==> src/gpcfg_pkg.sv <==
// Purpose: constants for the gigabit management register slice
// Assumes: 16-bit management registers addressed by a 5-bit register number
// Notes: field positions and reset values shared by all design files
package gpcfg_pkg;
    localparam logic [4:0] GPCFG_GIG_CTRL_OFS = 5'h09;
    localparam logic [4:0] GPCFG_GIG_STAT_OFS = 5'h0a;
    localparam logic [4:0] GPCFG_IND_CTRL_OFS = 5'h0d;
    localparam logic [4:0] GPCFG_IND_DATA_OFS = 5'h0e;
    localparam logic [15:0] GPCFG_GIG_CTRL_RST = 16'h0300;
    localparam logic [15:0] GPCFG_GIG_CTRL_WMASK = 16'hff80;
    localparam logic [15:0] GPCFG_IND_CTRL_WMASK = 16'hc01f;
    localparam logic [4:0] GPCFG_UNIT_ID = 5'h1f;
    localparam int GPCFG_TM_HI = 15;
    localparam int GPCFG_TM_LO = 13;
    localparam int GPCFG_MAN_EN_BIT = 12;
    localparam int GPCFG_MAN_VAL_BIT = 11;
    localparam int GPCFG_PORT_BIT = 10;
    localparam int GPCFG_ADV_FD_BIT = 9;
    localparam int GPCFG_ADV_HD_BIT = 8;
    localparam int GPCFG_AUTO_CT_BIT = 7;
    localparam int GPCFG_FUNC_HI = 15;
    localparam int GPCFG_FUNC_LO = 14;
    localparam int GPCFG_IERR_W = 8;
    localparam int GPCFG_EXT_AW = 16;
    localparam int GPCFG_EXT_DEPTH = 32;

    typedef enum logic [1:0] {
        GPCFG_FN_ADDR = 2'h0,
        GPCFG_FN_DATA = 2'h1,
        GPCFG_FN_INC_RW = 2'h2,
        GPCFG_FN_INC_W = 2'h3
    } gpcfg_func_e;
endpackage

==> src/gpcfg_regs.sv <==
// Purpose: gigabit control/status registers and the indirect extended window
// Assumes: management frame decoder gives one-cycle rd/wr strobes with address
// Notes: read data valid two cycles after rd strobe (extended store latency)
`timescale 1ns/1ps
module gpcfg_regs
    import gpcfg_pkg::*;
#(
    parameter int EXT_DEPTH = GPCFG_EXT_DEPTH
) (
    input wire logic sys_clk, // 125 MHz clock
    input wire logic resetn, // async reset, active low
    input wire logic clk_en, // freezes all state when low
    input wire logic reg_rd, // one-cycle read strobe
    input wire logic reg_wr, // one-cycle write strobe
    input wire logic [4:0] reg_addr, // register number
    input wire logic [15:0] reg_wdata, // write data
    output logic [15:0] reg_rdata, // read data
    output logic reg_rvalid, // read data valid pulse
    input wire logic ms_fault, // manual master/slave fault pulse
    input wire logic ms_resolved_master, // resolved role level
    input wire logic local_rx_ok, // local receiver good
    input wire logic remote_rx_ok, // remote receiver good
    input wire logic lp_gig_fd, // partner gigabit full duplex ability
    input wire logic lp_gig_hd, // partner gigabit half duplex ability
    input wire logic idle_err, // idle error pulse
    input wire logic link_down, // link-down event pulse
    output logic [2:0] test_mode, // transmit test mode select
    output logic ms_manual_en, // manual master/slave forcing
    output logic ms_force_master, // forced role when manual
    output logic adv_multi_port, // advertise multi-port
    output logic adv_gig_fd, // advertise gigabit full duplex
    output logic adv_gig_hd, // advertise gigabit half duplex
    output logic cable_test_start // cable test start pulse
);
    localparam int EAW = $clog2(EXT_DEPTH);

    typedef struct packed {
        logic [15:0] ctrl;
        logic fault;
        logic [15:0] ind_ctrl;
        logic [GPCFG_EXT_AW-1:0] ptr;
        logic rd_pend;
        logic rd_ext;
        logic [15:0] rd_word;
        logic [15:0] rdata;
        logic rvalid;
        logic ct_start;
        logic force_m;
    } gpcfg_regs_s;

    gpcfg_regs_s st_r, st_nxt;
    logic [7:0] ierr_count;
    logic [15:0] ext_rdata;
    logic ext_we;
    logic ierr_clr;
    logic ind_ok;
    gpcfg_func_e func;

    // ------------------------------------------------------------
    // decode helpers
    // ------------------------------------------------------------
    function automatic logic hit(input logic [4:0] a, input logic [4:0] ofs);
        hit = (a == ofs);
    endfunction

    function automatic logic [15:0] status_word(input logic f, input logic [7:0] c);
        status_word = {f, ms_resolved_master, local_rx_ok, remote_rx_ok,
                       lp_gig_fd, lp_gig_hd, 2'h0, c};
    endfunction

    assign func = gpcfg_func_e'(st_r.ind_ctrl[GPCFG_FUNC_HI:GPCFG_FUNC_LO]);
    assign ind_ok = (st_r.ind_ctrl[4:0] == GPCFG_UNIT_ID);
    assign ierr_clr = reg_rd && hit(reg_addr, GPCFG_GIG_STAT_OFS);
    assign ext_we = reg_wr && hit(reg_addr, GPCFG_IND_DATA_OFS) && ind_ok
                    && func != GPCFG_FN_ADDR;

    // ------------------------------------------------------------
    // next state
    // ------------------------------------------------------------
    always_comb begin
        st_nxt = st_r;
        st_nxt.rvalid = 1'b0;
        st_nxt.rd_pend = 1'b0;
        st_nxt.ct_start = 1'b0;
        // manual forcing selects the value bit, else keep automatic result
        st_nxt.force_m = st_r.ctrl[GPCFG_MAN_EN_BIT] ? st_r.ctrl[GPCFG_MAN_VAL_BIT]
                                                     : ms_resolved_master;
        if (link_down && st_r.ctrl[GPCFG_AUTO_CT_BIT]) begin
            st_nxt.ct_start = 1'b1;
        end
        if (reg_wr) begin
            if (hit(reg_addr, GPCFG_GIG_CTRL_OFS)) begin
                st_nxt.ctrl = reg_wdata & GPCFG_GIG_CTRL_WMASK;
            end
            if (hit(reg_addr, GPCFG_IND_CTRL_OFS)) begin
                st_nxt.ind_ctrl = reg_wdata & GPCFG_IND_CTRL_WMASK;
            end
            if (hit(reg_addr, GPCFG_IND_DATA_OFS) && ind_ok) begin
                case (func)
                    GPCFG_FN_ADDR: st_nxt.ptr = reg_wdata;
                    GPCFG_FN_DATA: st_nxt.ptr = st_r.ptr;
                    GPCFG_FN_INC_RW, GPCFG_FN_INC_W: begin
                        st_nxt.ptr = st_r.ptr + 16'h0001;
                    end
                    default: st_nxt.ptr = st_r.ptr;
                endcase
            end
        end
        if (reg_rd) begin
            st_nxt.rd_pend = 1'b1;
            st_nxt.rd_ext = 1'b0;
            // snapshot held apart from rdata so a back-to-back read
            // cannot overwrite the answer still in flight
            st_nxt.rd_word = 16'h0000;
            case (reg_addr)
                GPCFG_GIG_CTRL_OFS: st_nxt.rd_word = st_r.ctrl;
                GPCFG_GIG_STAT_OFS: begin
                    st_nxt.rd_word = status_word(st_r.fault, ierr_count);
                end
                GPCFG_IND_CTRL_OFS: st_nxt.rd_word = st_r.ind_ctrl;
                GPCFG_IND_DATA_OFS: begin
                    if (!ind_ok) begin
                        st_nxt.rd_word = 16'h0000;
                    end else if (func == GPCFG_FN_ADDR) begin
                        st_nxt.rd_word = st_r.ptr;
                    end else begin
                        st_nxt.rd_ext = 1'b1;
                        if (func == GPCFG_FN_INC_RW) begin
                            st_nxt.ptr = st_r.ptr + 16'h0001;
                        end
                    end
                end
                default: st_nxt.rd_word = 16'h0000;
            endcase
        end
        // a fault in the clearing-read cycle stays latched
        if (ierr_clr) begin
            st_nxt.fault = 1'b0;
        end
        if (ms_fault) begin
            st_nxt.fault = 1'b1;
        end
        // second stage: extended store data is ready now
        if (st_r.rd_pend) begin
            st_nxt.rvalid = 1'b1;
            st_nxt.rdata = st_r.rd_ext ? ext_rdata : st_r.rd_word;
        end
    end

    always_ff @(posedge sys_clk or negedge resetn) begin
        if (!resetn) begin
            st_r <= '0;
            st_r.ctrl <= GPCFG_GIG_CTRL_RST;
        end else if (clk_en) begin
            st_r <= st_nxt;
        end
    end

    // ------------------------------------------------------------
    // submodules
    // ------------------------------------------------------------
    gpcfg_ierr_cnt #(
        .W(GPCFG_IERR_W)
    ) u_ierr (
        .sys_clk(sys_clk),
        .resetn(resetn),
        .clk_en(clk_en),
        .err(idle_err),
        .clr(ierr_clr),
        .count(ierr_count)
    );

    // pointer address is sampled in the strobe cycle, before increment
    gpcfg_ext_mem #(
        .DEPTH(EXT_DEPTH)
    ) u_ext (
        .sys_clk(sys_clk),
        .clk_en(clk_en),
        .we(ext_we),
        .addr(st_r.ptr[EAW-1:0]),
        .wdata(reg_wdata),
        .rdata(ext_rdata)
    );

    // ------------------------------------------------------------
    // outputs
    // ------------------------------------------------------------
    assign reg_rdata = st_r.rdata;
    assign reg_rvalid = st_r.rvalid;
    assign test_mode = st_r.ctrl[GPCFG_TM_HI:GPCFG_TM_LO];
    assign ms_manual_en = st_r.ctrl[GPCFG_MAN_EN_BIT];
    assign ms_force_master = st_r.force_m;
    assign adv_multi_port = st_r.ctrl[GPCFG_PORT_BIT];
    assign adv_gig_fd = st_r.ctrl[GPCFG_ADV_FD_BIT];
    assign adv_gig_hd = st_r.ctrl[GPCFG_ADV_HD_BIT];
    assign cable_test_start = st_r.ct_start;
endmodule

==> src/gpcfg_ext_mem.sv <==
// Purpose: small extended register store for the indirect window
// Assumes: pointer low bits index the store, upper bits alias
// Notes: read data comes out of a register one cycle after the address
`timescale 1ns/1ps
module gpcfg_ext_mem
    import gpcfg_pkg::*;
#(
    parameter int DEPTH = GPCFG_EXT_DEPTH,
    parameter int AW = $clog2(DEPTH)
) (
    input wire logic sys_clk, // clock
    input wire logic clk_en, // freezes all state when low
    input wire logic we, // write strobe
    input wire logic [AW-1:0] addr, // word index
    input wire logic [15:0] wdata, // write data
    output logic [15:0] rdata // registered read data
);
    typedef struct packed {
        logic [DEPTH-1:0][15:0] mem;
        logic [15:0] rd;
    } gpcfg_mem_s;

    gpcfg_mem_s st_r, st_nxt;

    always_comb begin
        st_nxt = st_r;
        if (we) begin
            st_nxt.mem[addr] = wdata;
        end
        st_nxt.rd = st_r.mem[addr];
    end

    // no reset: contents are undefined until software writes them
    always_ff @(posedge sys_clk) begin
        if (clk_en) begin
            st_r <= st_nxt;
        end
    end

    assign rdata = st_r.rd;
endmodule

==> src/gpcfg_ierr_cnt.sv <==
// Purpose: saturating idle error counter with clear on read
// Assumes: error pulses one cycle each
// Notes: an error in the clearing cycle restarts the count at one
`timescale 1ns/1ps
module gpcfg_ierr_cnt
    import gpcfg_pkg::*;
#(
    parameter int W = GPCFG_IERR_W
) (
    input wire logic sys_clk, // clock
    input wire logic resetn, // async reset, active low
    input wire logic clk_en, // freezes state when low
    input wire logic err, // idle error event
    input wire logic clr, // clearing read
    output logic [W-1:0] count // current count
);
    typedef struct packed {
        logic [W-1:0] cnt;
    } gpcfg_cnt_s;

    gpcfg_cnt_s st_r, st_nxt;

    always_comb begin
        st_nxt = st_r;
        if (clr) begin
            st_nxt.cnt = {{(W-1){1'b0}}, err};
        end else if (err && st_r.cnt != {W{1'b1}}) begin
            st_nxt.cnt = st_r.cnt + {{(W-1){1'b0}}, 1'b1};
        end
    end

    always_ff @(posedge sys_clk or negedge resetn) begin
        if (!resetn) begin
            st_r <= '0;
        end else if (clk_en) begin
            st_r <= st_nxt;
        end
    end

    assign count = st_r.cnt;
endmodule

==> config.mk <==
export PLATFORM = sky130hd
export DESIGN_NAME = gpcfg_regs
export DESIGN_NICKNAME = d
export VERILOG_FILES = /design/src/gpcfg_pkg.sv /design/src/gpcfg_regs.sv /design/src/gpcfg_ext_mem.sv /design/src/gpcfg_ierr_cnt.sv
export SDC_FILE = /design/constraint.sdc
export NUM_CORES = 1
export LEC_CHECK = 0
export BUFFER_PORTS_ARGS = -buffer_cell sky130_fd_sc_hd__buf_2
export CAP_MARGIN = 20
export CORE_MARGIN = 2
export CORE_UTILIZATION = 40
export CTS_CLUSTER_SIZE = 25
export DETAILED_ROUTE_END_ITERATION = 12
export SLEW_MARGIN = 10
export SYNTH_ARGS = -nofsm -noshare
export SYNTH_HDL_FRONTEND = slang
export SYNTH_SLANG_ARGS = --single-unit
==> constraint.sdc <==
create_clock -name sys_clk -period 7.67 [get_ports sys_clk]
set_clock_uncertainty 0.15 [all_clocks]
set_input_delay 0.767 -clock sys_clk [delete_from_list [all_inputs] [get_ports sys_clk]]
set_output_delay 0.767 -clock sys_clk [all_outputs]
set_load 0.01 [all_outputs]
Yosys cells after proc, flatten, opt, wreduce, memory -nomap -nowiden
Index checks and enable logic that the tools add are counted.
{"block": "word_totals", "ff_bits": 606, "out_inout_bits": 26, "word_cells": 105}
{"block": "classes", "addsub": 2, "n_lt_le_gt_ge": 2, "eq_ne": 9, "n_mux": 27, "reduce_logical": 20}
{"cell": "$bwmux 512", "n": 1}
{"cell": "$mux 16", "n": 11}
{"cell": "$bmux 16 s5", "n": 1}
{"cell": "$demux 16 s5", "n": 1}
{"cell": "$pmux 16 s4", "n": 1}
{"cell": "$pmux 16 s3", "n": 1}
{"cell": "$mux 34", "n": 1}
{"cell": "$eq 5x4->1 const B", "n": 4}
{"cell": "$add 16x1->16 const B", "n": 1}
{"cell": "$mux 8", "n": 2}
{"cell": "$reduce_and 2->1", "n": 5}
{"cell": "$add 8x1->8 const B", "n": 1}
{"cell": "$logic_and 1x1->1", "n": 8}
{"cell": "$mux 1", "n": 8}
{"cell": "$ne 8x8->1 const B", "n": 1}
{"cell": "$lt 5x6->1 const B", "n": 1}
{"cell": "$reduce_and 3->1", "n": 2}
{"cell": "$reduce_bool 2->1", "n": 3}
{"cell": "$eq 5x5->1 const B", "n": 1}
{"cell": "$ge 5x1->1 const B", "n": 1}
{"cell": "$eq 2x2->1 const B", "n": 2}
{"cell": "$eq 2x1->1 const B", "n": 1}
{"cell": "$logic_not 2->1", "n": 1}
{"cell": "$reduce_or 2->1", "n": 1}

Longest topological paths before layout
Gate-level depths: netlist of run 1.
{"block": "depth", "depth_word": 10, "mapped_depth": 8, "ltp_nobuf": 6}

Cells and area by module
A second synthesis of run 1 with hierarchy kept.
{"block": "unflattened", "hier_cells": 1556, "hier_area_um2": 24709.9}
{"mod": "gpcfg_ext_mem", "instances": 1, "cells_per_inst": 1105, "area_per_inst_um2": 20323.2}
{"mod": "gpcfg_regs", "instances": 1, "cells_per_inst": 395, "area_per_inst_um2": 3871.2}
{"mod": "gpcfg_ierr_cnt", "instances": 1, "cells_per_inst": 56, "area_per_inst_um2": 515.5}

Worst setup path after synthesis of run 1
OpenSTA, ideal clock, no wires.
{"block": "synth_timing", "kind": "input to register", "startpoint": "in reg_addr[0]", "endpoint": "reg u_ext.st_r[240] (netlist name) (enable)", "t_arrival_ns": 2.577, "slack_ns": 4.554, "path_stages": 5, "path_buffers": 0, "path_cell_list": "and4b_1 -> nand2_1 -> nor4_1 -> nand2_1 -> nor2_1"}
{"block": "synth_via", "elab_chain_len": 5}
{"element": "start: declaration", "line_no": "gpcfg_regs.sv:15", "source": "input wire logic [4:0] reg_addr,"}
{"element": "$eq 5x4->1", "line_no": "gpcfg_regs.sv:63", "source": "hit = (a == ofs);"}
{"element": "$logic_and 1x1->1 (2 in a row)", "line_no": "gpcfg_regs.sv:74", "source": "assign ext_we = reg_wr && hit(reg_addr, GPCFG_IND_DATA_OFS) && ind_ok"}
{"element": "$logic_and 1x1->1", "line_no": "gpcfg_regs.sv:75", "source": "&& func != GPCFG_FN_ADDR;"}
{"element": "$reduce_and 2->1 (no line)"}
{"element": "end signal: assignment", "line_no": "gpcfg_ext_mem.sv:36", "source": "st_r <= st_nxt;"}
{"element": "end: declaration", "line_no": "gpcfg_ext_mem.sv:23", "source": "gpcfg_mem_s st_r, st_nxt;"}
No other way between the ends.
A chain may end at the register's enable or synchronous reset.

==> flow_metrics.py, run 1 <==
metrics = {
    "clock_tree": {
        "h-tree-depth": 3,
        "tritoncts": "built",
        "clkTransAtPathRegs_ns": 0.06,
        "cts_sinks": 606,
        "cts_root_buffer": "clkbuf_16",
        "numCtsBuffers": 66,
        "clk_latency_ns": 0.60,
        "cts.repair.resized": 0,
        "post_cts_buffers": 0,
        "clock_path_buffers": 3,
    },
    "sta": {
        "finalSetupTns_ns": 0,
        "setup_viol": 0,
        "worstMarginPinSlew_ns": 1.110,
        "hold_viol": 0,
        "period_minus_slack_ns": 4.010,
        "maxClockFrequency_mhz": 249.4,
        "rsz0062_at_grt": "false",
        "slew_headroom_pct": 25.62,
        "final_max_slew_viol_count": 0,
        "post-route-period-util_pct": 52.29,
        "whs_ns": 0.2528,
    },
    "hold_path": {
        "min_path_type": "input port to flop",
        "hold_depth": 3,
        "min_from": "ms_fault",
        "holdPathEnd": "st_r[69]",
    },
    "power": {
        "p_leak_nw": 8.842,
        "power.total_w": 0.006835,
        "power_density_nw_per_um2": 248.8,
        "irDropWorstVdd_v": 0.0001484,
    },
    "route": {
        "drcViolationCount": 0,
        "vias": 12787,
        "ant_nets": 0,
        "vias_per_cell": 5.763,
        "wl_per_cell_um": 26.28,
        "wl_mm": 58.32,
        "drt_iter0_markers": 1554,
        "first_pass_iters": 6,
    },
    "synthesis": {
        "synth.distinct_cells": 59,
        "synthAdderAreaFrac_pct": 0.2585,
        "synth_xor_area_share_pct": 0.03619,
        "synth_edf_count": 528,
        "yosysWarnings": 0,
        "synth_top_family_by_area": "multiplexers",
        "syn_avg_cell_area_um2": 18.57,
        "async_flop_share_pct": 12.87,
        "synth-compound-area-share_pct": 5.884,
        "synth_nets": 1342,
        "synth.cell_area_um2": 24200,
        "synthCells": 1303,
        "ys_seq_elements": 606,
        "synthFlopType": "edfxtp_1",
        "seq_area_frac_synth_pct": 73.60,
        "yosys.area_share.simple_pct": 4.819,
        "muxShareOfSynthArea_pct": 13.36,
    },
    "finish": {
        "area_growth_pct": 13.51,
        "instances_no_fill": 2219,
        "final_nets": 1425,
        "fillers": 5074,
        "register_area_um2": 17820,
        "layout-drive-gt1-share_pct": 24.50,
        "multi_input_area_um2": 5928,
        "num_antenna_cells": 0,
    },
    "worst_setup_path": {
        "cp_num_buf_inv": 2,
        "cpMostUsedCell": "buf_4",
        "slowest_delay_ns": 1.00,
        "rr_startpoint": "st_r[38]",
        "worst-r2r-setup-slack_ns": 3.66,
        "cp_max_fo": 58,
        "worstPathRequired_ns": 7.78,
        "regToRegEndpoint": "u_ext.rdata[3]",
        "crit_family": "buffers and inverters",
        "end_kind": "flop",
        "path_depth": 5,
        "critPathArrivalTime_ns": 4.12,
        "crit_path_top_delay_cell": "dfrtp_4",
        "critPathLaunchType": "flop",
        "reg2reg_depth": 5,
        "worstPathCellList": "buf_4 > buf_4 > mux4_2 > a22oi_1 > nand4_1",
        "path_class": "flop to flop",
    },
    "grt": {
        "grt.overflow.total": 0,
        "track_usage_pct": 18.79,
        "grt_first_pass_wirelength_mm": 86.02,
        "grt_max_degree": 84,
        "antenna_found_initial": 0,
        "grt_pass1_vias": 12782,
    },
    "floorplanning": {
        "core_um2": 60130,
        "die-area_um2": 62480,
        "die_h_um": 250.0,
        "io_pins": 60,
        "row_count": 90,
        "die-width_um": 250.0,
        "start_util_pct": 40.24,
    },
    "outcome": {
        "status": "complete, no violations",
    },
    "place": {
        "dp_cells": 2095,
        "hpwl_mm": 35.12,
        "globalplace.congestion": 0.9228,
        "portBuffers": 59,
    },
    "flow_run": {
        "drv_cap": 0,
    },
}
==> worst max path at each step <==
stage / from / end
detailed placement: clk_en / u_ext.st_r[84]
floorplan: reg_addr[0] / u_ext.st_r[240]
CTS: clk_en / u_ext.st_r[84]
global placement: clk_en / u_ext.st_r[128]
finish: st_r[38] / u_ext.rdata[3]
global route: st_r[38] / u_ext.rdata[10]
==> through the flow <==
step           worst slack, ns  utilization (%)  cell area (um2)
3_5_place_dp             2.914            42.20            25370
4_1_cts                  3.595            45.56            27400
6_report                 3.660            45.68            27470
2_1_floorplan            4.554                -            24200
5_1_grt                  3.549            45.68            27470
3_3_place_gp             2.853            42.17            25360
==> tightest hold or removal path: stages <==
cell	delay (ns)
buf_2	0.09
nand2_1	0.04
o21ai_0	0.06
==> cell usage after synthesis, drive strengths merged, types with 4 or more instances <==
cell / count / area, um2
a211o: 14 / 122.6
a21o: 5 / 37.54
a21oi: 32 / 160.2
a221o: 10 / 100.1
a22oi: 80 / 600.6
and3: 8 / 50.05
and4b: 4 / 40.04
buf: 50 / 304.0
clkbuf: 38 / 142.6
dfrtp: 76 / 1902
edfxtp: 528 / 15860
ha: 5 / 62.56
inv: 12 / 45.04
mux2: 15 / 168.9
mux2i: 18 / 180.2
mux4: 128 / 2883
nand2: 51 / 191.4
nand2b: 5 / 31.28
nand3: 16 / 80.08
nand3b: 4 / 42.54
nand4: 20 / 125.1
nor2: 72 / 270.3
nor3: 14 / 75.07
nor3b: 10 / 75.07
nor4: 9 / 86.33
o21a: 4 / 30.03
o21ai: 36 / 183.9
==> per-layer routing <==
layer | vias to the layer above | share of wire, % | track usage [%]
li1 | 5492 | - | -
met1 | 6659 | 43 | 26.77
met2 | 542 | 46 | 28.28
met3 | 94 | 7.7 | 4.506
met4 | 0 | 3.3 | 6.775
met5 | - | 0 | 0
==> logic make-up after synthesis <==
| group | Yosys count |
|---|---|
| AO/OA/AOI/OAI | 203 |
| XOR/XNOR | 1 |
| adder cells (fa/ha/maj) | 5 |
| buffers and inverters | 101 |
| flip-flops | 606 |
| multiplexers | 161 |
| AND/OR/NAND/NOR | 226 |
==> cell usage in the layout (no fill, tap or decap), types with 10 or more instances in the layout <==
cell,synthesis,routed
edfxtp_1,528,528
mux4_2,128,128
a22oi_1,80,80
dfrtp_1,76,74
clkbuf_16,0,71
nor2_1,72,68
buf_2,24,58
nand2_1,51,51
buf_4,21,41
o21ai_0,35,35
a21oi_1,32,32
nand4_1,20,20
mux2i_1,18,18
clkinv_1,1,18
nand3_1,16,16
clkbuf_1,38,16
mux2_2,15,15
a211o_1,14,14
inv_1,11,11
nor3_1,13,11
a221o_1,10,10
==> flip-flops by register name, summed over array words and instances, names as in the netlist, 2 cells and up <==
signal	count
reg_rdata	16
u_ext.rdata	16
u_ierr.count	8
u_ext.st_r	512
func	2
test_mode	3
st_r	42
==> layout make-up <==
type / instances / share of cell area, %
clock inverters: 31 / 0.6286
multi-input cells: 596 / 21.58
flip-flops and latches: 606 / 64.87
repair buffers: 103 / 2.442
clock buffers: 88 / 6.737
well taps: 782 / 3.562
inverters: 13 / 0.1777
==> what timing repair did <==
| action | 4_1_cts | 5_1_grt |
|---|---|---|
| hold endpoints to repair | 0 | 27 |
| endpoints found under the setup margin | 0 | 0 |
| hold buffers | 0 | 1 |
==> where the power goes <==
part	switching, W	total, W	leakage [nW]	internal (W)
Sequential	0.0000435	0.00367	5.76	0.00363
Combinational	0.000134	0.000192	2.10	0.0000580
Clock	0.00124	0.00297	0.978	0.00173
Total	0.00142	0.00683	8.84	0.00541
(Power assumes the default switching activity.)
==> run 2: changes to the inputs <==
==> constraint.sdc (replaced) <==
create_clock -name sys_clk -period 3.3 [get_ports sys_clk]
set_clock_uncertainty 0.15 [all_clocks]
set_input_delay 0.33 -clock sys_clk [delete_from_list [all_inputs] [get_ports sys_clk]]
set_output_delay 0.33 -clock sys_clk [all_outputs]
set_load 0.01 [all_outputs]
==> run 2 against run 1 <==
  * First-iteration DRC count shrank 2.9%
  * Die area is the same
  * Combinational power grew 130%
  * Total power grew 130%
  * Sequential power grew 130%
  * Via count grew 2.5%
  * Core utilization grew 0.67 points
  * Fmax grew 38%
==> flow_metrics.py, run 2 (synthesis results as in run 1) <==
metrics = {
    "sta": {
        "hold_viol": 0,
        "rsz0062_at_grt": "false",
        "whs_ns": 0.03123,
        "finalSetupTns_ns": 0,
        "setup_viol": 0,
        "maxClockFrequency_mhz": 344.1,
        "final_max_slew_viol_count": 0,
        "worstMarginPinSlew_ns": 0.9904,
        "post-route-period-util_pct": 88.07,
        "slew_headroom_pct": 33.98,
        "period_minus_slack_ns": 2.906,
    },
    "floorplanning": {
        "row_count": 90,
        "die-width_um": 250.0,
        "start_util_pct": 40.24,
        "die-area_um2": 62480,
        "core_um2": 60130,
        "die_h_um": 250.0,
        "io_pins": 60,
    },
    "clock_tree": {
        "clock_path_buffers": 3,
        "clk_latency_ns": 0.63,
        "cts_root_buffer": "clkbuf_16",
        "h-tree-depth": 2,
        "numCtsBuffers": 61,
        "cts_sinks": 606,
        "clkTransAtPathRegs_ns": 0.06,
        "post_cts_buffers": 0,
        "tritoncts": "built",
    },
    "worst_setup_path": {
        "cp_max_fo": 28,
        "end_kind": "flop",
        "critPathLaunchType": "flop",
        "reg2reg_depth": 4,
        "path_class": "flop to flop",
        "worstPathRequired_ns": 3.47,
        "critPathArrivalTime_ns": 3.07,
    },
    "flow_run": {
        "drv_cap": 0,
    },
    "route": {
        "drcViolationCount": 0,
        "first_pass_iters": 7,
        "wl_per_cell_um": 26.94,
        "ant_nets": 0,
        "wl_mm": 60.94,
        "drt_iter0_markers": 1509,
        "vias_per_cell": 5.792,
        "vias": 13101,
    },
    "power": {
        "p_int_w": 0.01240,
        "p_leak_nw": 9.084,
        "p_sw_share_pct": 20.77,
        "power.share.sequential_pct": 54.5,
        "clockPowerShare_pct": 42.6,
        "power.total_w": 0.01565,
        "power_density_nw_per_um2": 561.5,
        "irDropWorstVdd_v": 0.0004264,
        "switchingPower_w": 0.003250,
        "pwr-share-comb_pct": 2.9,
    },
    "finish": {
        "layout_common_cells": "edfxtp_1 (528), mux4_2 (128), a22oi_1 (80)",
        "largest_reg_flops": 512,
        "layout_commonest_cell": "edfxtp_1",
        "layout-drive-gt1-share_pct": 26.44,
        "area_growth_pct": 15.17,
        "fillers": 5047,
        "top_register": "u_ext.st_r",
        "top_regs": "u_ext.st_r: 512 flops, st_r: 42 flops",
        "final_nets": 1469,
    },
    "place": {
        "globalplace.congestion": 0.8391,
        "hpwl_mm": 37.72,
        "portBuffers": 59,
    },
    "hold_path": {
        "min_path_type": "input port to asynchronous set/reset pin",
    },
    "grt": {
        "grt_pass1_vias": 12902,
        "grt_first_pass_wirelength_mm": 89.56,
        "grt_max_degree": 79,
        "grt.overflow.total": 0,
        "antenna_found_initial": 0,
        "track_usage_pct": 19.61,
    },
    "outcome": {
        "status": "complete, no violations",
    },
}
==> run 2: cell types whose count changed in the layout (fill, tap and decap cells not counted), sizes merged <==
cell         before  now
dlygate4sd3       1   12
clkbuf           88   76
buf             102  140
bufinv            1    4
diode             0    1
clkinv           26   31
clkinvlp          4    2
inv              13   12
==> run 2: final timing paths <==
path                                 start         endpoint  slack (ns)
worst max-delay path              st_r[37]  u_ext.rdata[10]        0.39
worst min register to register  reg_rvalid       reg_rvalid        0.33
worst min-delay path                resetn         st_r[69]        0.03
min in group sys_clk                reg_rd         st_r[36]        0.10
max in group asynchronous           resetn       adv_gig_fd        2.32
worst max register to register    st_r[37]  u_ext.rdata[10]        0.39
==> run 2: metrics by stage <==
step	setup WS [ns]	cell area, um2	instances	utilization (%)
detailed placement	0.3916	25780	2135	42.88
global placement	0.4190	25780	2135	42.88
floorplan	0.6212	24200	1303	-
global route	0.2805	27870	2261	46.34
finish	0.3938	27870	2262	46.35
CTS	0.3614	27830	2259	46.29
==> run 2: power by group through the flow <==
stage	combinational, W	clock [W]	sequential, W
finish	0.000448	0.00666	0.00854
floorplan	0.000236	0	0.00865
detailed placement	0.000435	0	0.00869
global route	0.000499	0.00711	0.00854
CTS	0.000448	0.00682	0.00853
global placement	0.000422	0	0.00869
==> run 2: cell type report <==
class / instances / area [um2] / share of cell area, %
Timing Repair Buffer: 152 / 1169 / 4.193
Tap cell: 782 / 978.4 / 3.511
Sequential cell: 606 / 17820 / 63.93
Clock inverter: 36 / 285.3 / 1.024
Inverter: 13 / 48.80 / 0.1751
Multi-Input combinational cell: 596 / 5923 / 21.25
Clock buffer: 76 / 1645 / 5.904
Antenna cell: 1 / 2.502 / 0.008979
==> run 2: routing by layer <==
layer / vias to the layer above / global-route usage (%) / wire (um)
li1: 5592 / - / -
met4: 0 / 5.834 / 1524
met1: 6886 / 28.57 / 26520
met5: - / 0 / 0
met3: 97 / 3.296 / 4307
met2: 526 / 30.48 / 28590
==> run 2: repair_timing <==
item,4_1_cts,5_1_grt
hold buffers,12,0
hold endpoints to repair,88,0
gates resized for setup,0,0
setup endpoints to repair,0,0
==> run 2: critical path: stages (launching register included) <==
cell     delay (ns)
dfrtp_4        0.87
buf_12         0.32
mux4_2         0.54
a22oi_1        0.47
nand4_1        0.17
